File: config.mk
export PLATFORM = sky130hd
export DESIGN_NAME = tx_port_mux
export DESIGN_NICKNAME = d
export VERILOG_FILES = /design/src/rtl/txmux_pkg.sv /design/src/rtl/port_cfg_if.sv /design/src/rtl/tx_port_mux.sv /design/src/rtl/port_cfg_bank.sv
export SDC_FILE = /design/constraint.sdc
export NUM_CORES = 1
export LEC_CHECK = 0
export BUFFER_PORTS_ARGS = -buffer_cell sky130_fd_sc_hd__buf_4
export CORE_MARGIN = 2
export CORE_UTILIZATION = 50
export CTS_CLUSTER_SIZE = 28
export DETAILED_ROUTE_END_ITERATION = 8
export PLACE_DENSITY = 0.8
export SLEW_MARGIN = 10
export SYNTH_ARGS = -nofsm -noshare
export SYNTH_HDL_FRONTEND = slang
export SYNTH_SLANG_ARGS = --single-unit
File: constraint.sdc
create_clock -name ref_clk -period 2.6 [get_ports ref_clk]
set_input_delay 0.52 -clock ref_clk [delete_from_list [all_inputs] [get_ports ref_clk]]
set_output_delay 0.52 -clock ref_clk [all_outputs]
set_load 0.05 [all_outputs]
File: src/rtl/txmux_pkg.sv
package txmux_pkg;
  // Bus and array geometry
  localparam int ADDR_W = 10;
  localparam int DATA_W = 16;
  localparam int NUM_CH = 4;
  localparam int NUM_PORT = 4;
  localparam int CODE_W = 4;
  localparam int NUM_PIN = NUM_CH * NUM_PORT;
  localparam int CFG_W = NUM_PIN * CODE_W;

  // Register offsets (word addresses on the plain port)
  localparam logic [ADDR_W-1:0] OFS_PORT_CFG0 = 10'h000;
  localparam logic [ADDR_W-1:0] OFS_TX_CTL = 10'h004;
  localparam logic [ADDR_W-1:0] OFS_PLL_CFG = 10'h005;
  localparam logic [ADDR_W-1:0] OFS_STRAP_STAT = 10'h006;
  localparam logic [ADDR_W-1:0] OFS_PLL_EFF = 10'h007;
  localparam logic [ADDR_W-1:0] OFS_PIN_LEVEL = 10'h008;
  localparam logic [ADDR_W-1:0] OFS_FLOAT_STAT = 10'h009;

  // Field positions
  localparam int TXC_FLOAT_LSB = 0;
  localparam int TXC_EDGE_LSB = 4;
  localparam int PLL_M_LSB = 0;
  localparam int PLL_M_W = 5;
  localparam int PLL_N_LSB = 8;
  localparam int PLL_N_W = 6;
  localparam int STS_HOST_LSB = 0;
  localparam int STS_SADDR_LSB = 2;
  localparam int STS_DONE_BIT = 8;
  localparam int STRAP_M_LSB = 11;
  localparam int STRAP_N_LSB = 5;

  // Reset values
  localparam logic [CODE_W-1:0] CODE_RST = 4'h9;
  localparam logic [DATA_W-1:0] TX_CTL_RST = 16'h0000;
  localparam logic [PLL_M_W-1:0] PLL_M_RST = 5'h00;
  localparam logic [PLL_N_W-1:0] PLL_N_RST = 6'h00;

  // Strap capture: edges after release before the synchronised levels are taken
  localparam logic [1:0] STRAP_DLY = 2'h2;

  // Host interface strap codes
  localparam logic [1:0] HOST_INTEL = 2'h0;
  localparam logic [1:0] HOST_MOTOROLA = 2'h1;
  localparam logic [1:0] HOST_MSG_SERIAL = 2'h3;
  localparam int HOST_SERIAL_BIT = 1;

  // Transmit port function codes
  localparam logic [CODE_W-1:0] FN_SYNC = 4'h0;
  localparam logic [CODE_W-1:0] FN_MFS = 4'h1;
  localparam logic [CODE_W-1:0] FN_SIG = 4'h2;
  localparam logic [CODE_W-1:0] FN_TX_CLOCK_IN = 4'h3;
  localparam logic [CODE_W-1:0] FN_MFB = 4'h4;
  localparam logic [CODE_W-1:0] FN_SIGM = 4'h5;
  localparam logic [CODE_W-1:0] FN_DLX = 4'h6;
  localparam logic [CODE_W-1:0] FN_XCLK = 4'h7;
  localparam logic [CODE_W-1:0] FN_FLOAT_HI = 4'h8;
  localparam logic [CODE_W-1:0] FN_GPI = 4'h9;
  localparam logic [CODE_W-1:0] FN_GPOH = 4'hA;
  localparam logic [CODE_W-1:0] FN_GPOL = 4'hB;
  localparam logic [CODE_W-1:0] FN_FLOAT_LO = 4'hE;

  // Direction follows the function; unknown codes stay inputs
  function automatic logic is_output(input logic [CODE_W-1:0] code);
    is_output = (code == FN_MFB) || (code == FN_SIGM) || (code == FN_DLX) || (code == FN_XCLK) ||
                (code == FN_GPOH) || (code == FN_GPOL);
  endfunction : is_output
endpackage : txmux_pkg

File: src/rtl/port_cfg_if.sv
interface port_cfg_if;
  logic [txmux_pkg::ADDR_W-1:0] addr;
  logic [txmux_pkg::DATA_W-1:0] wdata;
  logic we;
  logic re;
  logic [txmux_pkg::DATA_W-1:0] aux_rdata;
  logic [txmux_pkg::DATA_W-1:0] rdata;
  logic [txmux_pkg::CFG_W-1:0] cfg;

  modport bank (input addr, input wdata, input we, input re, input aux_rdata, output rdata, output cfg);
  modport ctl (output addr, output wdata, output we, output re, output aux_rdata, input rdata, input cfg);
endinterface : port_cfg_if

File: src/rtl/tx_port_mux.sv
// How it works
// Low level on a low-active float port floats the line, ORed with bit.
// Each transmit pin carries the signal its four-bit function code selects.
// After reset every transmit multifunction pin is an input.
// Pin direction follows the selected function automatically.
// Edge-select bit picks rising or falling system clock edge for port data.
// An undriven input pin reads high through its pull-up.
// Software selects each input function on at most one port per channel.
// Software never enables sync pulse and multiframe sync together.
// Four channels, each with four transmit multifunction ports.
// Interface strap always selects host interface; upper bit means serial.
// Message serial mode only: address straps give six slave address bits.
// Serial modes: data straps set PLL dividers M and N.
// Strapped dividers behave like register fields used in parallel modes.
// Host register address space is 10 bits wide.
// Handshake output driven only when ready-enable pin is high.
// High level on a high-active float port floats the line, ORed with bit.
// Strap codes 00 and 01 select the parallel Intel or Motorola bus.
// Straps captured at reset release and held until next reset.
//
// Strobed register access and the register offsets were decided locally.
module tx_port_mux
(
  input wire logic ref_clk,                                   // Core clock, 125 MHz
  input wire logic rst_n,                                     // Async reset, active low
  input wire logic [txmux_pkg::ADDR_W-1:0] addr,              // Register address
  input wire logic [txmux_pkg::DATA_W-1:0] wdata,             // Write data
  input wire logic wr_stb,                                    // Write strobe
  input wire logic rd_stb,                                    // Read strobe
  output logic [txmux_pkg::DATA_W-1:0] rdata,                 // Read data, cycle after strobe
  input wire logic [txmux_pkg::NUM_PIN-1:0] tx_port_i,        // Pin levels, ch*4+port
  output logic [txmux_pkg::NUM_PIN-1:0] tx_port_o,            // Pin drive values
  output logic [txmux_pkg::NUM_PIN-1:0] tx_port_oe_n,         // Low while driving
  input wire logic [txmux_pkg::NUM_CH-1:0] tx_system_clock,   // System clock pins
  input wire logic [txmux_pkg::NUM_CH-1:0] tx_mfb_src,        // Multiframe begin from core
  input wire logic [txmux_pkg::NUM_CH-1:0] tx_sigm_src,       // Signaling marker from core
  input wire logic [txmux_pkg::NUM_CH-1:0] tx_dlx_src,        // Data link marker from core
  input wire logic [txmux_pkg::NUM_CH-1:0] tx_xclk_src,       // Line clock from core
  output logic [txmux_pkg::NUM_CH-1:0] tx_sync_pulse_in,      // To core
  output logic [txmux_pkg::NUM_CH-1:0] tx_multiframe_sync_in, // To core
  output logic [txmux_pkg::NUM_CH-1:0] tx_signaling_in,       // To core
  output logic [txmux_pkg::NUM_CH-1:0] tx_clock_in,           // To core
  output logic [txmux_pkg::NUM_CH-1:0] tx_line_float_ctl,     // Line float per channel
  input wire logic [1:0] host_if_strap,                       // Interface strap pins
  input wire logic [5:0] addr_strap,                          // Address strap pins
  input wire logic [15:5] data_strap,                         // Data strap pins
  output logic [1:0] host_if_sel,                             // Captured interface
  output logic [5:0] slave_addr,                              // Strapped slave address bits
  output logic [txmux_pkg::PLL_M_W-1:0] pll_m_divider,        // Effective divider M
  output logic [txmux_pkg::PLL_N_W-1:0] pll_n_divider,        // Effective divider N
  output logic strap_valid,                                   // Straps captured
  input wire logic ready_en,                                  // Ready-enable pin
  input wire logic hs_drive_req,                              // Bus logic wants handshake low
  output logic host_handshake_out,                            // Open-drain value
  output logic host_handshake_oe_n                            // Low while pulling low
);
  port_cfg_if cfg_bus ();

  logic [txmux_pkg::DATA_W-1:0] tx_ctl_r;
  logic [txmux_pkg::PLL_M_W-1:0] pll_m_reg_r;
  logic [txmux_pkg::PLL_N_W-1:0] pll_n_reg_r;
  logic [txmux_pkg::NUM_PIN-1:0] pin_s1_r, pin_s2_r;
  logic [txmux_pkg::NUM_PIN-1:0] cap_q, port_q, oe_n_q, out_fn;
  logic [txmux_pkg::NUM_CH-1:0] edge_ev;
  logic [18:0] strap_s1_r, strap_s2_r;
  logic [1:0] strap_cnt_r;
  logic strap_done_r;
  logic [1:0] host_sel_r;
  logic [5:0] saddr_r;
  logic [txmux_pkg::PLL_M_W-1:0] strap_m_r, pll_m_r;
  logic [txmux_pkg::PLL_N_W-1:0] strap_n_r, pll_n_r;
  logic [1:0] ready_s_r;
  logic hs_oe_n_r;
  logic [txmux_pkg::NUM_CH-1:0] sync_r, mfs_r, sig_r, tx_clock_in_r, float_r;
  logic [txmux_pkg::DATA_W-1:0] aux_nxt;

  ////////////////////////////////////////////////////////////////
  // ten-bit address
  // Bank holds the per-channel port config words and the read register
  port_cfg_bank u_bank (
    .ref_clk (ref_clk),
    .rst_n   (rst_n),
    .bus     (cfg_bus.bank)
  );

  assign cfg_bus.addr = addr;
  assign cfg_bus.wdata = wdata;
  assign cfg_bus.we = wr_stb;
  assign cfg_bus.re = rd_stb;
  assign cfg_bus.aux_rdata = aux_nxt;
  assign rdata = cfg_bus.rdata;

  ////////////////////////////////////////////////////////////////
  // Control registers written by software
  always_ff @(posedge ref_clk or negedge rst_n)
  begin
    if (!rst_n)
    begin
      tx_ctl_r <= txmux_pkg::TX_CTL_RST;
      pll_m_reg_r <= txmux_pkg::PLL_M_RST;
      pll_n_reg_r <= txmux_pkg::PLL_N_RST;
    end
    else if (wr_stb && addr == txmux_pkg::OFS_TX_CTL)
      tx_ctl_r <= wdata;
    else if (wr_stb && addr == txmux_pkg::OFS_PLL_CFG)
    begin
      pll_m_reg_r <= wdata[txmux_pkg::PLL_M_LSB +: txmux_pkg::PLL_M_W];
      pll_n_reg_r <= wdata[txmux_pkg::PLL_N_LSB +: txmux_pkg::PLL_N_W];
    end
  end

  // Read mux for everything outside the bank; unmapped reads zero
  always_comb
  begin
    aux_nxt = '0;
    case (addr)
      txmux_pkg::OFS_TX_CTL: aux_nxt = tx_ctl_r;
      txmux_pkg::OFS_PLL_CFG:
      begin
        aux_nxt[txmux_pkg::PLL_M_LSB +: txmux_pkg::PLL_M_W] = pll_m_reg_r;
        aux_nxt[txmux_pkg::PLL_N_LSB +: txmux_pkg::PLL_N_W] = pll_n_reg_r;
      end
      txmux_pkg::OFS_STRAP_STAT:
      begin
        aux_nxt[txmux_pkg::STS_HOST_LSB +: 2] = host_sel_r;
        aux_nxt[txmux_pkg::STS_SADDR_LSB +: 6] = saddr_r;
        aux_nxt[txmux_pkg::STS_DONE_BIT] = strap_done_r;
      end
      txmux_pkg::OFS_PLL_EFF:
      begin
        aux_nxt[txmux_pkg::PLL_M_LSB +: txmux_pkg::PLL_M_W] = pll_m_r;
        aux_nxt[txmux_pkg::PLL_N_LSB +: txmux_pkg::PLL_N_W] = pll_n_r;
      end
      // pull-up level
      // An open input pin shows up here as one
      txmux_pkg::OFS_PIN_LEVEL: aux_nxt = pin_s2_r;
      txmux_pkg::OFS_FLOAT_STAT: aux_nxt[txmux_pkg::NUM_CH-1:0] = float_r;
      default: aux_nxt = '0;
    endcase
  end

  ////////////////////////////////////////////////////////////////
  // Pin synchronisers; pins are asynchronous to the core clock
  always_ff @(posedge ref_clk or negedge rst_n)
  begin
    if (!rst_n)
    begin
      pin_s1_r <= '1;
      pin_s2_r <= '1;
      ready_s_r <= '0;
    end
    else
    begin
      pin_s1_r <= tx_port_i;
      pin_s2_r <= pin_s1_r;
      ready_s_r <= {ready_s_r[0], ready_en};
    end
  end

  ////////////////////////////////////////////////////////////////
  // four by four ports
  for (genvar ch = 0; ch < txmux_pkg::NUM_CH; ch++)
  begin : g_ch
    logic [2:0] sclk_r;
    logic rise, fall;

    always_ff @(posedge ref_clk or negedge rst_n)
    begin
      if (!rst_n)
        sclk_r <= '0;
      else
        sclk_r <= {sclk_r[1:0], tx_system_clock[ch]};
    end

    assign rise = sclk_r[1] && !sclk_r[2];
    assign fall = !sclk_r[1] && sclk_r[2];
    // edge select
    // Falling edge when the bit is set, rising otherwise
    assign edge_ev[ch] = tx_ctl_r[txmux_pkg::TXC_EDGE_LSB + ch] ? fall : rise;

    for (genvar p = 0; p < txmux_pkg::NUM_PORT; p++)
    begin : g_port
      localparam int K = ch * txmux_pkg::NUM_PORT + p;
      logic [txmux_pkg::CODE_W-1:0] code;
      logic cap_r, port_r, oe_n_r, port_nxt;

      assign code = cfg_bus.cfg[K*txmux_pkg::CODE_W +: txmux_pkg::CODE_W];
      assign out_fn[K] = txmux_pkg::is_output(code);

      // Frame-timed inputs are sampled only on the chosen edge
      always_ff @(posedge ref_clk or negedge rst_n)
      begin
        if (!rst_n)
          cap_r <= 1'b1;
        else if (edge_ev[ch])
          cap_r <= pin_s2_r[K];
      end

      // function select
      // Markers launch on the chosen edge; clock and fixed levels follow directly
      always_comb
      begin
        port_nxt = 1'b1;
        case (code)
          txmux_pkg::FN_MFB: port_nxt = edge_ev[ch] ? tx_mfb_src[ch] : port_r;
          txmux_pkg::FN_SIGM: port_nxt = edge_ev[ch] ? tx_sigm_src[ch] : port_r;
          txmux_pkg::FN_DLX: port_nxt = edge_ev[ch] ? tx_dlx_src[ch] : port_r;
          txmux_pkg::FN_XCLK: port_nxt = tx_xclk_src[ch];
          txmux_pkg::FN_GPOH: port_nxt = 1'b1;
          txmux_pkg::FN_GPOL: port_nxt = 1'b0;
          default: port_nxt = 1'b1;
        endcase
      end

      // automatic direction
      // No separate direction control; the code alone decides
      always_ff @(posedge ref_clk or negedge rst_n)
      begin
        if (!rst_n)
        begin
          port_r <= 1'b1;
          oe_n_r <= 1'b1;
        end
        else
        begin
          port_r <= port_nxt;
          oe_n_r <= !out_fn[K];
        end
      end

      assign cap_q[K] = cap_r;
      assign port_q[K] = port_r;
      assign oe_n_q[K] = oe_n_r;

      // direction follows code
      dir_auto_a: assert property (@(posedge ref_clk) disable iff (!rst_n)
        ##1 oe_n_r == !$past(out_fn[K]))
        else $error("port direction does not follow function code");
      // launch only on edge
      edge_hold_a: assert property (@(posedge ref_clk) disable iff (!rst_n)
        (code == txmux_pkg::FN_MFB && $past(code) == txmux_pkg::FN_MFB && !edge_ev[ch]) |=> $stable(port_r))
        else $error("marker output changed without selected edge");
      // fixed low output level
      gpo_level_a: assert property (@(posedge ref_clk) disable iff (!rst_n)
        (code == txmux_pkg::FN_GPOL) |=> !port_r && !oe_n_r)
        else $error("fixed low output not driven low");
    end

    // one port per input
    // Ports are ORed, so a duplicated input function merges rather than fails
    always_ff @(posedge ref_clk or negedge rst_n)
    begin
      if (!rst_n)
      begin
        sync_r[ch] <= 1'b0;
        mfs_r[ch] <= 1'b0;
        sig_r[ch] <= 1'b0;
        tx_clock_in_r[ch] <= 1'b0;
        float_r[ch] <= 1'b0;
      end
      else
      begin
        logic s, m, g, t, fh, fl;
        logic [txmux_pkg::CODE_W-1:0] c;
        s = 1'b0;
        m = 1'b0;
        g = 1'b0;
        t = 1'b0;
        fh = 1'b0;
        fl = 1'b0;
        for (int p = 0; p < txmux_pkg::NUM_PORT; p++)
        begin
          c = cfg_bus.cfg[(ch*txmux_pkg::NUM_PORT+p)*txmux_pkg::CODE_W +: txmux_pkg::CODE_W];
          if (c == txmux_pkg::FN_SYNC) s = s | cap_q[ch*txmux_pkg::NUM_PORT+p];
          if (c == txmux_pkg::FN_MFS) m = m | cap_q[ch*txmux_pkg::NUM_PORT+p];
          if (c == txmux_pkg::FN_SIG) g = g | cap_q[ch*txmux_pkg::NUM_PORT+p];
          if (c == txmux_pkg::FN_TX_CLOCK_IN) t = t | pin_s2_r[ch*txmux_pkg::NUM_PORT+p];
          // high-active float
          if (c == txmux_pkg::FN_FLOAT_HI) fh = fh | pin_s2_r[ch*txmux_pkg::NUM_PORT+p];
          // low-active float
          if (c == txmux_pkg::FN_FLOAT_LO) fl = fl | !pin_s2_r[ch*txmux_pkg::NUM_PORT+p];
        end
        sync_r[ch] <= s;
        mfs_r[ch] <= m;
        sig_r[ch] <= g;
        tx_clock_in_r[ch] <= t;
        // ORed with float bit
        float_r[ch] <= fh | fl | tx_ctl_r[txmux_pkg::TXC_FLOAT_LSB + ch];
      end
    end

    // low level floats line
    float_low_a: assert property (@(posedge ref_clk) disable iff (!rst_n)
      (cfg_bus.cfg[ch*txmux_pkg::DATA_W +: txmux_pkg::CODE_W] == txmux_pkg::FN_FLOAT_LO && !pin_s2_r[ch*4])
      |=> float_r[ch])
      else $error("low-active float pin did not float the line");
    // high level floats line
    float_high_a: assert property (@(posedge ref_clk) disable iff (!rst_n)
      (cfg_bus.cfg[ch*txmux_pkg::DATA_W +: txmux_pkg::CODE_W] == txmux_pkg::FN_FLOAT_HI && pin_s2_r[ch*4])
      |=> float_r[ch])
      else $error("high-active float pin did not float the line");
  end

  assign tx_port_o = port_q;
  assign tx_port_oe_n = oe_n_q;
  assign tx_sync_pulse_in = sync_r;
  // sync versus multiframe
  // Both are passed on as they are; the core is not protected against both
  assign tx_multiframe_sync_in = mfs_r;
  assign tx_signaling_in = sig_r;
  assign tx_clock_in = tx_clock_in_r;
  assign tx_line_float_ctl = float_r;

  // all inputs at release
  reset_input_a: assert property (@(posedge ref_clk) disable iff (!rst_n)
    $rose(rst_n) |-> (&tx_port_oe_n))
    else $error("port driving right after reset");

  ////////////////////////////////////////////////////////////////
  // capture at release
  // Counter lets the synchronisers fill before the levels are taken once
  always_ff @(posedge ref_clk or negedge rst_n)
  begin
    if (!rst_n)
    begin
      strap_s1_r <= '0;
      strap_s2_r <= '0;
      strap_cnt_r <= '0;
      strap_done_r <= 1'b0;
      host_sel_r <= txmux_pkg::HOST_INTEL;
      saddr_r <= '0;
      strap_m_r <= '0;
      strap_n_r <= '0;
    end
    else
    begin
      strap_s1_r <= {host_if_strap, addr_strap, data_strap};
      strap_s2_r <= strap_s1_r;
      if (!strap_done_r)
      begin
        strap_cnt_r <= strap_cnt_r + 2'h1;
        if (strap_cnt_r == txmux_pkg::STRAP_DLY)
        begin
          strap_done_r <= 1'b1;
          // interface strap
          host_sel_r <= strap_s2_r[18:17];
          // slave address only in message mode
          saddr_r <= (strap_s2_r[18:17] == txmux_pkg::HOST_MSG_SERIAL) ? strap_s2_r[16:11] : 6'h00;
          // divider straps
          strap_m_r <= strap_s2_r[txmux_pkg::STRAP_M_LSB-5 +: txmux_pkg::PLL_M_W];
          strap_n_r <= strap_s2_r[txmux_pkg::STRAP_N_LSB-5 +: txmux_pkg::PLL_N_W];
        end
      end
    end
  end

  // same path as register
  // One divider register feeds the PLL whichever source wins
  always_ff @(posedge ref_clk or negedge rst_n)
  begin
    if (!rst_n)
    begin
      pll_m_r <= txmux_pkg::PLL_M_RST;
      pll_n_r <= txmux_pkg::PLL_N_RST;
    end
    else if (strap_done_r && host_sel_r[txmux_pkg::HOST_SERIAL_BIT])
    begin
      pll_m_r <= strap_m_r;
      pll_n_r <= strap_n_r;
    end
    else
    begin
      pll_m_r <= pll_m_reg_r;
      pll_n_r <= pll_n_reg_r;
    end
  end

  // handshake enable
  // parallel modes only
  // Open drain: never driven high, only pulled low on request
  always_ff @(posedge ref_clk or negedge rst_n)
  begin
    if (!rst_n)
      hs_oe_n_r <= 1'b1;
    else
      hs_oe_n_r <= !(ready_s_r[1] && hs_drive_req && strap_done_r &&
                     (host_sel_r == txmux_pkg::HOST_INTEL || host_sel_r == txmux_pkg::HOST_MOTOROLA));
  end

  assign host_if_sel = host_sel_r;
  assign slave_addr = saddr_r;
  assign pll_m_divider = pll_m_r;
  assign pll_n_divider = pll_n_r;
  assign strap_valid = strap_done_r;
  assign host_handshake_out = 1'b0;
  assign host_handshake_oe_n = hs_oe_n_r;

  // straps held
  strap_hold_a: assert property (@(posedge ref_clk) disable iff (!rst_n)
    strap_done_r |=> strap_done_r && $stable(host_sel_r) && $stable(saddr_r))
    else $error("strapped values changed after capture");
  // serial uses straps
  pll_strap_a: assert property (@(posedge ref_clk) disable iff (!rst_n)
    (strap_done_r && host_sel_r[txmux_pkg::HOST_SERIAL_BIT]) |=> pll_m_r == $past(strap_m_r) && pll_n_r == $past(strap_n_r))
    else $error("serial mode divider not from straps");
  // parallel uses register
  pll_reg_a: assert property (@(posedge ref_clk) disable iff (!rst_n)
    !host_sel_r[txmux_pkg::HOST_SERIAL_BIT] |=> pll_m_r == $past(pll_m_reg_r) && pll_n_r == $past(pll_n_reg_r))
    else $error("parallel mode divider not from register");
  // address only in message mode
  slave_addr_a: assert property (@(posedge ref_clk) disable iff (!rst_n)
    (host_sel_r != txmux_pkg::HOST_MSG_SERIAL) |-> saddr_r == 6'h00)
    else $error("slave address set outside message serial mode");
  // tied-low enable floats
  handshake_a: assert property (@(posedge ref_clk) disable iff (!rst_n)
    !ready_s_r[1] |=> hs_oe_n_r)
    else $error("handshake driven while enable pin low");
endmodule : tx_port_mux

File: src/rtl/port_cfg_bank.sv
module port_cfg_bank
(
  input wire logic ref_clk, // Core clock
  input wire logic rst_n,   // Async reset, active low
  port_cfg_if.bank bus      // Bus side and config words
);
  logic [txmux_pkg::DATA_W-1:0] mem_r [txmux_pkg::NUM_CH];
  logic [txmux_pkg::DATA_W-1:0] rdata_r;
  logic hit;

  // Port config words occupy the lowest addresses
  assign hit = bus.addr < txmux_pkg::ADDR_W'(txmux_pkg::NUM_CH);

  ////////////////////////////////////////////////////////////////
  // inputs after reset
  // Every port starts as a plain input, one word per channel
  for (genvar c = 0; c < txmux_pkg::NUM_CH; c++)
  begin : g_word
    always_ff @(posedge ref_clk or negedge rst_n)
    begin
      if (!rst_n)
        mem_r[c] <= {txmux_pkg::NUM_PORT{txmux_pkg::CODE_RST}};
      else if (bus.we && bus.addr == txmux_pkg::ADDR_W'(c))
        mem_r[c] <= bus.wdata;
    end
    assign bus.cfg[c*txmux_pkg::DATA_W +: txmux_pkg::DATA_W] = mem_r[c];
  end

  ////////////////////////////////////////////////////////////////
  // Read data registered here so the top output is a flop
  always_ff @(posedge ref_clk or negedge rst_n)
  begin
    if (!rst_n)
      rdata_r <= '0;
    else if (bus.re)
      rdata_r <= hit ? mem_r[bus.addr[1:0]] : bus.aux_rdata;
  end

  assign bus.rdata = rdata_r;
endmodule : port_cfg_bank

---- Yosys cells after proc, flatten, opt, wreduce, memory -nomap -nowiden ----
Cells that the tools add are included.
operators by class
  add/sub/neg operators ................... 1
  multiply operators ...................... 0
  divide/modulo/power cells ............... 0
  magnitude comparators ................... 2
  equality and inequality tests ........... 236
  shifts and indexed selects .............. 0
  multiplexer cells ....................... 143
  bitwise operators ....................... 83
  reductions and logical operators ........ 176
operator list
  kind                                                                    number
  4-bit by 3-bit == test with 1-bit output (second input constant)        64
  4-bit == test (second input constant)                                   64
  4-bit by 2-bit == test with 1-bit output (second input constant)        32
  1-bit two-way mux                                                       114
  2-bit inequality test (second input constant)                           48
  1-bit one-hot mux with 5 select lines                                   18
  1-bit logical OR                                                        81
  1-bit OR                                                                80
  4-bit by 1-bit == test with 1-bit output (second input constant)        16
  4-bit logical NOT                                                       16
  16-bit two-way mux                                                      3
  3-bit AND reduction                                                     16
  1-bit logical NOT                                                       41
  10-bit by 3-bit == test with 1-bit output (second input constant)       4
  16-bit binary-select mux with 2-bit select                              1
  4-bit one-hot mux with 6 select lines                                   1
  10-bit by 2-bit == test with 1-bit output (second input constant)       2
  10-bit by 4-bit == test with 1-bit output (second input constant)       2
  5-bit one-hot mux with 4 select lines                                   1
  1-bit logical AND                                                       18
  6-bit two-way mux                                                       2
  10-bit by 1-bit == test with 1-bit output (second input constant)       1
  10-bit logical NOT                                                      1
  10-bit by 3-bit < comparator with 1-bit output (second input constant)  1
  11 further kinds                                                        14
storage, ports and cells
  bits in registers ....................... 293
  bits in latches ......................... 0
  RAM bits ................................ 0
  bits in read-only memories .............. 0
  bits of input ports ..................... 87
  output and inout bits ................... 90
  logic and storage cells ................. 735
  memories ................................ 0

---- Longest topological paths before layout ----
Gate-level depths: netlist (run 1).
  depth in word-level cells ............... 10
  gate-level depth with buffers ........... 7
  mapped depth without buffers ............ 5

---- Hierarchy ----
Synthesis (run 1) repeated with hierarchy kept, for this count alone.
second synthesis, totals
  cells, all modules ...................... 1088
  area total of the unflattened synthesis .. 13658.1 um2
modules (own cells, without submodules)
  module         times used  cells an instance  area an instance (um2)  seq. area each (um2)
  tx_port_mux    1           836                9804.4                  5431.5
  port_cfg_bank  1           252                3853.7                  2042.0

---- Least setup slack after synthesis (run 1) ----
OpenSTA, ideal clock, no wires.
  path kind ............................... input to register
  start ................................... input addr[7] (netlist name)
  end ..................................... register u_bank.mem_r (netlist bit u_bank.bus.cfg[37])
  library setup time ...................... 125 ps
  data arrival time ....................... 2644 ps
  required time ........................... 2475 ps
  setup slack ............................. -169 ps
  stages .................................. 7
  path buffers ............................ 3
  cell sequence ........................... or4_1 > clkbuf_2 > or4_1 > buf_4 > nor3b_4 > buf_8 > mux2_4
between the ends
  cells in the longest elaborated chain, start to end .. 2
ends and longest elaborated chain
  element                                    line                 RTL
  from (decl)                                tx_port_mux.sv:26    input wire logic [txmux_pkg::ADDR_W-1:0] addr,
  10-bit by 2-bit == test with 1-bit output  port_cfg_bank.sv:23  else if (bus.we && bus.addr == txmux_pkg::ADDR_W'(c))
  1-bit logical AND                          port_cfg_bank.sv:23
  to (signal, indexed assignment)            port_cfg_bank.sv:22  mem_r[c] <= {txmux_pkg::NUM_PORT{txmux_pkg::CODE_RST}};
  to (signal, indexed assignment)            port_cfg_bank.sv:24  mem_r[c] <= bus.wdata;
  to (decl)                                  port_cfg_bank.sv:7   logic [txmux_pkg::DATA_W-1:0] mem_r [txmux_pkg::NUM_CH];
No other way between the ends.
A chain may end at the register's enable or synchronous reset.

---- Worst setup path in the final report (run 1) ----
  start ................................... input addr[7] (netlist name)
  end ..................................... register u_bank.mem_r (netlist bit u_bank.bus.cfg[33])
Same word-level chain as after synthesis.

==> results of run 1 <==
## path summary, 6_finish.rpt
check,from,to
min in group ref_clk,tx_system_clock[2],g_ch[2].sclk_r[0]$_DFF_PN0_
worst min register to register,ready_s_r[0]$_DFF_PN0_,ready_s_r[1]$_DFF_PN0_
max in group asynchronous,rst_n,g_ch[3].g_port[1].cap_r$_DFFE_PN1P_
worst max-delay path,addr[7],u_bank.bus.cfg[33]$_DFFE_PN0P_
worst max register to register,u_bank.bus.cfg[36]$_DFFE_PN1P_,g_ch[2].g_port[1].port_r$_DFFE_PN1P_
worst min-delay path,rst_n,tx_line_float_ctl[2]$_DFF_PN0_
## cells by family after synthesis
kind of cell,share of synthesized area (%)
buffers and inverters,4.684
AOI/OAI and AO/OA,8.230
and+or+nand+nor,13.37
muxes,18.24
DFF,55.30
xor gates and xnor gates,0.06481
other,0.02775
adders and majority gates,0.09256
## per-layer routing
metal  GRT usage (%)  share of wire [%]
met1           34.91                 40
met2           42.12                 48
met3           5.007                8.5
met4           8.171                3.2
met5               0                  0
## cells in the final DEF (no fill, tap or decap), types with 10 or more instances in the layout
master,count
nor3b_1,12
clkbuf_16,31
nor3_1,13
buf_4,210
a21oi_1,32
nand4_1,23
nand2b_1,28
a32oi_1,10
mux2_2,106
dfrtp_1,180
nor2_1,40
o21ai_0,15
o22ai_1,21
mux2i_1,31
mux4_2,27
a21o_1,10
nand3_1,23
mux2_4,28
nor2b_1,48
inv_1,24
nand2_1,90
dfstp_2,113
## flip-flops by register name, indices dropped and copies added (netlist names), 5 cells and up
signal and cells:
strap_s2_r 19, pll_m_reg_r 5, g_ch.g_port.port_r 16, g_ch.g_port.cap_r 16
tx_ctl_r 16, strap_n_r 6, pll_m_divider 5, pll_n_reg_r 6
g_ch.sclk_r 12, strap_s1_r 19, g_ch.g_port.oe_n_r 16, pin_s2_r 16
slave_addr 6, u_bank.bus.cfg 64, strap_m_r 5, u_bank.bus.rdata 16
pll_n_divider 6, pin_s1_r 16
## layout make-up
cell class / instances / area (um^2)
clock buffers: 43 / 910.9
repair buffers: 218 / 1732
inverters: 24 / 90.09
flip-flops and latches: 293 / 7473
fillers: 2033 / 10410
well taps: 341 / 426.7
clock inverters: 15 / 209.0
multi-input cells: 681 / 5477
## where the power goes
group          internal [mW]  leakage, nW  switching, mW
registers               4.80         3.48          0.154
clock network           2.93        0.553           1.86
logic                  0.372         3.10          0.548
total                   8.10         7.14           2.56
==> results.sh, run 1 <==
export IMPL_fin_cells=1615
export IMPL_fp_row_count=60
export IMPL_path_depth=7
export IMPL_wl_per_cell_um=22.54
export IMPL_place_inst=1557
export IMPL_endpoint_kind="flop"
export IMPL_port_buffer_count=175
export IMPL_yosysSeqAreaShare_pct=55.30
export IMPL_cap_violations=0
export IMPL_antenna_found_initial=0
export IMPL_initial_core_util_pct=50.57
export IMPL_fin_crit_sh_pct=85.34
export IMPL_top_level_ports=177
export IMPL_synth_area_top_cells="dfrtp_1, dfstp_2, mux2_2"
export IMPL_cts_max_level=1
export IMPL_grt_ovfl_total=0
export IMPL_setup_ws_ps=381.1
export IMPL_reg2regPathDepth=4
export IMPL_violations="negative hold slack"
export IMPL_netlist_area_um2=13520
export IMPL_cp_cell_sequence="buf_4 -> or4_1 -> or4_1 -> buf_4 -> nor3b_4 -> buf_12 -> mux2_2"
export IMPL_grt_max_degree=92
export IMPL_nets=1337
export IMPL_post_cts_buffers=0
export IMPL_wl_mm=36.40
export IMPL_ys_seq_elements=293
export IMPL_utilization_pct=61.06
export IMPL_place_ws_ps=-178.9
export IMPL_finalClockSkew_ps=18.75
export IMPL_synth_distinct_cells=65
export IMPL_tns_ps=0
export IMPL_avgViaCountPerCell=6.089
export IMPL_finalMaxSlewViolations=0
export IMPL_vdd_drop_max_mv=0.6034
export IMPL_fp_dieW_um=168.4
export IMPL_first_pass_iters=6
export IMPL_yosysTopAreaCellShare_pct=33.33
export IMPL_crit_path_max_incr_delay_ps=580
export IMPL_syn_nets=1189
export IMPL_async_flop_share_pct=100.0
export IMPL_drive_gt1_share_pct=44.11
export IMPL_period_minus_slack_ps=2219
export IMPL_drc=0
export IMPL_cts_hold_buf=0
export IMPL_clk_path_buf_depth=3
export IMPL_ant_nets=0
export IMPL_cp_slowest_cell="or4_1"
export IMPL_hold_violations=6
export IMPL_powerDensity_nw_per_um2=653.1
export IMPL_root_buffer="clkbuf_16"
export IMPL_synthFlopType="dfrtp_1"
export IMPL_yosysTopAreaCell="dfrtp_1"
export IMPL_dieArea_um2=28360
export IMPL_gr_usage_all_layers_pct=25.73
export IMPL_synthToLayoutAreaGrowth_pct=20.74
export IMPL_routabilityCongestion=0.8937
export IMPL_crit_fanout=13
export IMPL_cts_tree="done"
export IMPL_hp_class="input pin to async pin"
export IMPL_critPathLaunchType="input pin"
export IMPL_placed_area_um2=15200
export IMPL_cts_sinks=293
export IMPL_status="complete, but fails checks"
export IMPL_max_freq_mhz=450.7
export IMPL_dr_first_iter_drc_count=922
export IMPL_reg2reg_setup_slack_ps=810
export IMPL_hpwl_mm=25.76
export IMPL_synth_edf_count=0
export IMPL_num_vias=9833
export IMPL_synthTopCellsByCount="dfrtp_1, mux2_2, dfstp_2"
export IMPL_worst_pin_slew_ps=771.7
export IMPL_cts_clk_slew_worst_paths_ps=70
export IMPL_yosysMostFrequentCell="dfrtp_1"
export IMPL_yosysWarnings=0
export IMPL_clk_latency_ps=570
export IMPL_core_um2=26730
export IMPL_required_ps=3050
export IMPL_postSynthAreaPerCell_um2=12.28
export IMPL_antenna_cells=0
export IMPL_grt_pass1_wl_mm=56.58
export IMPL_p_leak_nw=7.135
export IMPL_die_h_um=168.4
export IMPL_p_total_mw=10.66
export IMPL_holdWs_ps=-40.77
export IMPL_arrival_ps=2670
export IMPL_synthCells=1101
export IMPL_slew_headroom_pct=48.55
export IMPL_rsz0062_at_grt="no"
export IMPL_numCtsBuffers=31
export IMPL_setup_viol=0
export IMPL_stdcell_area_um2=16320
export IMPL_crit_buf_inv=3
export IMPL_worstSetupPathType="input pin to flop"
export IMPL_cts_resized=0
export IMPL_grt_pass1_vias=9820
export IMPL_cp_top_family="simple AND/OR/NAND/NOR gates"
(Power assumes the default switching activity.)
==> inputs of run 2 (changes only) <==
--- a/config.mk
+++ b/config.mk
@@ -5,12 +5,13 @@
 export SDC_FILE = /design/constraint.sdc
 export NUM_CORES = 1
 export LEC_CHECK = 0
-export BUFFER_PORTS_ARGS = -buffer_cell sky130_fd_sc_hd__buf_4
 export CORE_MARGIN = 2
 export CORE_UTILIZATION = 50
 export CTS_CLUSTER_SIZE = 28
 export DETAILED_ROUTE_END_ITERATION = 8
-export PLACE_DENSITY = 0.8
+export DONT_BUFFER_PORTS = 1
+export PLACE_DENSITY = 0.74
+export SETUP_SLACK_MARGIN = 0.15
 export SLEW_MARGIN = 10
 export SYNTH_ARGS = -nofsm -noshare
 export SYNTH_HDL_FRONTEND = slang
==> results.sh, run 2 (synthesis gave the netlist of run 1 again) <==
export IMPL_grt_pass1_wl_mm=52.12
export IMPL_cts_max_level=2
export IMPL_finalClockSkew_ps=22.38
export IMPL_drc=0
export IMPL_setup_ws_ps=456.1
export IMPL_ant_nets=0
export IMPL_hp_class="input pin to async pin"
export IMPL_r2r_end="g_ch[2].g_port[1].port_r$_DFFE_PN1P_"
export IMPL_clk_latency_ps=530
export IMPL_cts_tree="done"
export IMPL_worstSetupPathType="input pin to flop"
export IMPL_wl_mm=34.03
export IMPL_place_ws_ps=-71.87
export IMPL_finalMaxSlewViolations=0
export IMPL_setup_viol=0
export IMPL_grt_ovfl_total=0
export IMPL_cts_resized=0
export IMPL_grt_max_degree=294
export IMPL_nets=1165
export IMPL_powerDensity_nw_per_um2=686.6
export IMPL_holdWs_ps=-274.9
export IMPL_post_cts_buffers=0
export IMPL_root_buffer="clkbuf_16"
export IMPL_p_total_mw=10.40
export IMPL_layout_commonest_cell="dfrtp_1"
export IMPL_clk_path_buf_depth=3
export IMPL_fp_row_count=60
export IMPL_period_minus_slack_ps=2144
export IMPL_reg2reg_setup_slack_ps=800
export IMPL_port_buffer_count=0
export IMPL_p_leak_nw=6.312
export IMPL_rsz0062_at_grt="no"
export IMPL_fp_dieW_um=168.4
export IMPL_dr_first_iter_drc_count=663
export IMPL_drive_gt1_share_pct=33.39
export IMPL_cap_violations=0
export IMPL_fin_crit_sh_pct=82.46
export IMPL_dieArea_um2=28360
export IMPL_critPathLaunchType="input pin"
export IMPL_cts_clk_slew_worst_paths_ps=60
export IMPL_die_h_um=168.4
export IMPL_core_um2=26730
export IMPL_tns_ps=0
export IMPL_hold_violations=230
export IMPL_antenna_cells=0
export IMPL_crit_fanout=16
export IMPL_grt_pass1_vias=8792
export IMPL_slew_headroom_pct=49.30
export IMPL_largest_reg_flops=64
export IMPL_num_vias=8877
export IMPL_cts_sinks=293
export IMPL_antenna_found_initial=1
export IMPL_top_level_ports=177
export IMPL_hpwl_mm=23.70
export IMPL_violations="negative hold slack"
export IMPL_cp_startpoint="addr[7]"
export IMPL_critPathCapture="u_bank.bus.cfg[33]$_DFFE_PN0P_"
export IMPL_arrival_ps=2560
export IMPL_vdd_drop_max_mv=0.7283
export IMPL_wl_per_cell_um=23.58
export IMPL_status="complete, but fails checks"
export IMPL_avgViaCountPerCell=6.152
export IMPL_final_cell_mix="dfrtp_1, dfstp_2, mux2_2"
export IMPL_reg2regPathDepth=4
export IMPL_gr_usage_all_layers_pct=23.96
export IMPL_max_freq_mhz=466.4
export IMPL_r2r_start="u_bank.bus.cfg[36]$_DFFE_PN1P_"
export IMPL_first_pass_iters=5
export IMPL_routabilityCongestion=0.8999
export IMPL_initial_core_util_pct=50.57
export IMPL_required_ps=3010
export IMPL_endpoint_kind="flop"
export IMPL_numCtsBuffers=34
export IMPL_worst_pin_slew_ps=760.4
export IMPL_synthToLayoutAreaGrowth_pct=12.06
run 2: metal layers:
layer | share of wire (%) | up-vias | track usage, %
met4 | 3.3 | 0 | 8.996
met5 | 0 | - | 0
met2 | 47 | 333 | 37.79
met1 | 41 | 4557 | 30.43
met3 | 9.2 | 79 | 8.745
li1 | - | 3908 | -
run 2: final cells by class:
class	count	area (um^2)
Multi-Input combinational cell	681	5529
Timing Repair Buffer	43	442.9
Inverter	24	90.09
Tap cell	341	426.7
Fill cell	2178	11580
Clock inverter	16	180.2
Sequential cell	293	7473
Clock buffer	45	1003
run 2: worst max-delay path, cell delays in order:
cell	delay, ps
or4_1	590
or4_1	480
buf_4	190
nor3b_4	230
buf_12	200
mux2_2	340
run 2: what timing repair did:
item	CTS	global route
setup endpoints to repair	0	0
hold buffers	16	7
hold endpoints to repair	309	259
run 2: through the flow:
stage                     std cells  cell area [um^2]  hold slack [ps]  util (%)
after detailed placement       1359             13730            236.1     51.38
after global placement         1359             13730            232.0     51.38
after CTS                      1436             15080           -317.7     56.41
final                          1443             15150           -274.9     56.67
after global routing           1443             15150           -288.5     56.67
after floorplan                1101             13660            224.4         -
run 2: worst min path at each step:
stage,end,cells after the start
after floorplan,g_ch[0].sclk_r[0]$_DFF_PN0_,0
final,tx_clock_in[1]$_DFF_PN0_,0
after CTS,u_bank.bus.cfg[58]$_DFFE_PN0P_,0
after global placement,tx_clock_in[1]$_DFF_PN0_,0
after detailed placement,tx_clock_in[1]$_DFF_PN0_,0
after global routing,tx_clock_in[1]$_DFF_PN0_,0
run 2: power breakdown:
group	leakage (nW)	internal, mW	switching (mW)
logic	2.24	0.239	0.177
registers	3.48	4.80	0.305
clock network	0.584	2.95	1.94
==> inputs of run 3 (changes only) <==
==> constraint.sdc (replaced) <==
create_clock -name ref_clk -period 2.2 [get_ports ref_clk]
set_input_delay 0.44 -clock ref_clk [delete_from_list [all_inputs] [get_ports ref_clk]]
set_output_delay 0.44 -clock ref_clk [all_outputs]
set_load 0.05 [all_outputs]
==> results.sh, run 3 (synthesis gave the netlist of run 1 again) <==
export IMPL_worstSetupPathType="input pin to flop"
export IMPL_powerDensity_nw_per_um2=779.2
export IMPL_cts_max_level=1
export IMPL_largest_reg_flops=64
export IMPL_antenna_found_initial=0
export IMPL_endpoint_kind="flop"
export IMPL_status="complete, but fails checks"
export IMPL_r2r_start="u_bank.bus.cfg[36]$_DFFE_PN1P_"
export IMPL_setup_viol=0
export IMPL_hpwl_mm=24.57
export IMPL_clk_path_buf_depth=3
export IMPL_layout_commonest_cell="dfrtp_1"
export IMPL_critPathLaunchType="input pin"
export IMPL_required_ps=2660
export IMPL_clk_latency_ps=570
export IMPL_cap_violations=0
export IMPL_max_freq_mhz=496.7
export IMPL_crit_fanout=16
export IMPL_routabilityCongestion=0.9025
export IMPL_path_common_cell="or4_1"
export IMPL_holdWs_ps=-393.8
export IMPL_synthToLayoutAreaGrowth_pct=14.47
export IMPL_fin_cells=1482
export IMPL_period_minus_slack_ps=2013
export IMPL_wl_mm=35.69
export IMPL_fin_crit_sh_pct=91.51
export IMPL_tns_ps=0
export IMPL_placed_area_um2=13840
export IMPL_cts_clk_slew_worst_paths_ps=60
export IMPL_grt_pass1_wl_mm=55.06
export IMPL_avgViaCountPerCell=6.164
export IMPL_worst_pin_slew_ps=1022
export IMPL_grt_max_degree=294
export IMPL_root_buffer="clkbuf_16"
export IMPL_rsz0062_at_grt="no"
export IMPL_stdcell_area_um2=15470
export IMPL_p_leak_nw=6.472
export IMPL_antenna_cells=0
export IMPL_violations="negative hold slack"
export IMPL_core_um2=26730
export IMPL_port_buffer_count=0
export IMPL_crit_buf_inv=2
export IMPL_hp_class="input pin to async pin"
export IMPL_post_cts_buffers=0
export IMPL_gr_usage_all_layers_pct=25.27
export IMPL_dieArea_um2=28360
export IMPL_final_cell_mix="dfrtp_1, dfstp_2, nand2_1"
export IMPL_first_pass_iters=5
export IMPL_fp_dieW_um=168.4
export IMPL_hold_violations=215
export IMPL_grt_pass1_vias=9117
export IMPL_cp_slowest_cell="or4_1"
export IMPL_initial_core_util_pct=50.57
export IMPL_drive_gt1_share_pct=33.13
export IMPL_cp_top_family="simple AND/OR/NAND/NOR gates"
export IMPL_numCtsBuffers=31
export IMPL_cts_sinks=293
export IMPL_cts_tree="done"
export IMPL_slew_headroom_pct=31.85
export IMPL_place_inst=1372
export IMPL_p_total_mw=12.06
export IMPL_setup_ws_ps=186.8
export IMPL_fp_row_count=60
export IMPL_finalClockSkew_ps=16.22
export IMPL_num_vias=9135
export IMPL_place_ws_ps=-401.7
export IMPL_grt_ovfl_total=0
export IMPL_finalMaxSlewViolations=0
export IMPL_dr_first_iter_drc_count=925
export IMPL_vdd_drop_max_mv=0.7224
export IMPL_cp_cell_sequence="or4_1 -> or4_1 -> buf_4 -> nor3b_4 -> buf_12 -> mux2_2"
export IMPL_crit_path_max_incr_delay_ps=580
export IMPL_arrival_ps=2470
export IMPL_wl_per_cell_um=24.08
export IMPL_die_h_um=168.4
export IMPL_utilization_pct=57.89
export IMPL_top_level_ports=177
export IMPL_ant_nets=0
export IMPL_drc=0
export IMPL_cp_startpoint="addr[7]"
export IMPL_nets=1205
run 3: changes by cell type in the layout (fill, tap and decap cells not counted), moves of 2 or more:
cell	before	now
clkinv_2	5	8
clkbuf_16	35	31
buf_4	15	29
mux2_4	42	48
clkinv_8	3	0
mux2_2	92	86
dlygate4sd3_1	23	53
clkinv_4	4	2
bufinv_16	2	4
run 3: final cells by class:
cell class | instances | area, um^2
sequential | 293 | 7473
clock inverter | 16 | 205.2
tap | 341 | 426.7
inverter | 24 | 90.09
clock buffer | 41 | 893.4
fill | 2081 | 11250
multi-input combinational | 681 | 5554
timing repair buffer | 86 | 828.3
run 3: report_power, final:
| part | internal, mW | switching [mW] | total [mW] |
|---|---|---|---|
| clock network | 3.33 | 2.14 | 5.47 |
| registers | 5.67 | 0.336 | 6.00 |
| logic | 0.329 | 0.256 | 0.585 |
| total | 9.32 | 2.73 | 12.1 |
run 3: what timing repair did:
| action | in CTS | in global routing |
|---|---|---|
| resized for setup | 0 | 1 |
| hold buffers | 51 | 2 |
| hold endpoints to repair | 354 | 295 |
| setup endpoints to repair | 0 | 6 |
run 3: final timing paths:
path	end	slack (ps)	depth (start not counted)
worst max register to register	g_ch[2].g_port[1].port_r$_DFFE_PN1P_	450	4
worst max-delay path	u_bank.bus.cfg[34]$_DFFE_PN0P_	190	6
max in group asynchronous	tx_signaling_in[1]$_DFF_PN0_	1780	0
worst min-delay path	tx_sync_pulse_in[0]$_DFF_PN0_	-390	0
min in group ref_clk	u_bank.bus.cfg[63]$_DFFE_PN1P_	10	1
worst min register to register	strap_s2_r[18]$_DFF_PN0_	350	0
run 3: per-layer routing:
metal	track usage (%)	wire length (um)	vias to the layer above
li1	-	-	3984
met1	33.44	14240	4667
met2	40.72	17140	394
met3	6.441	2937	90
met4	8.921	1378	0
met5	0	0	-
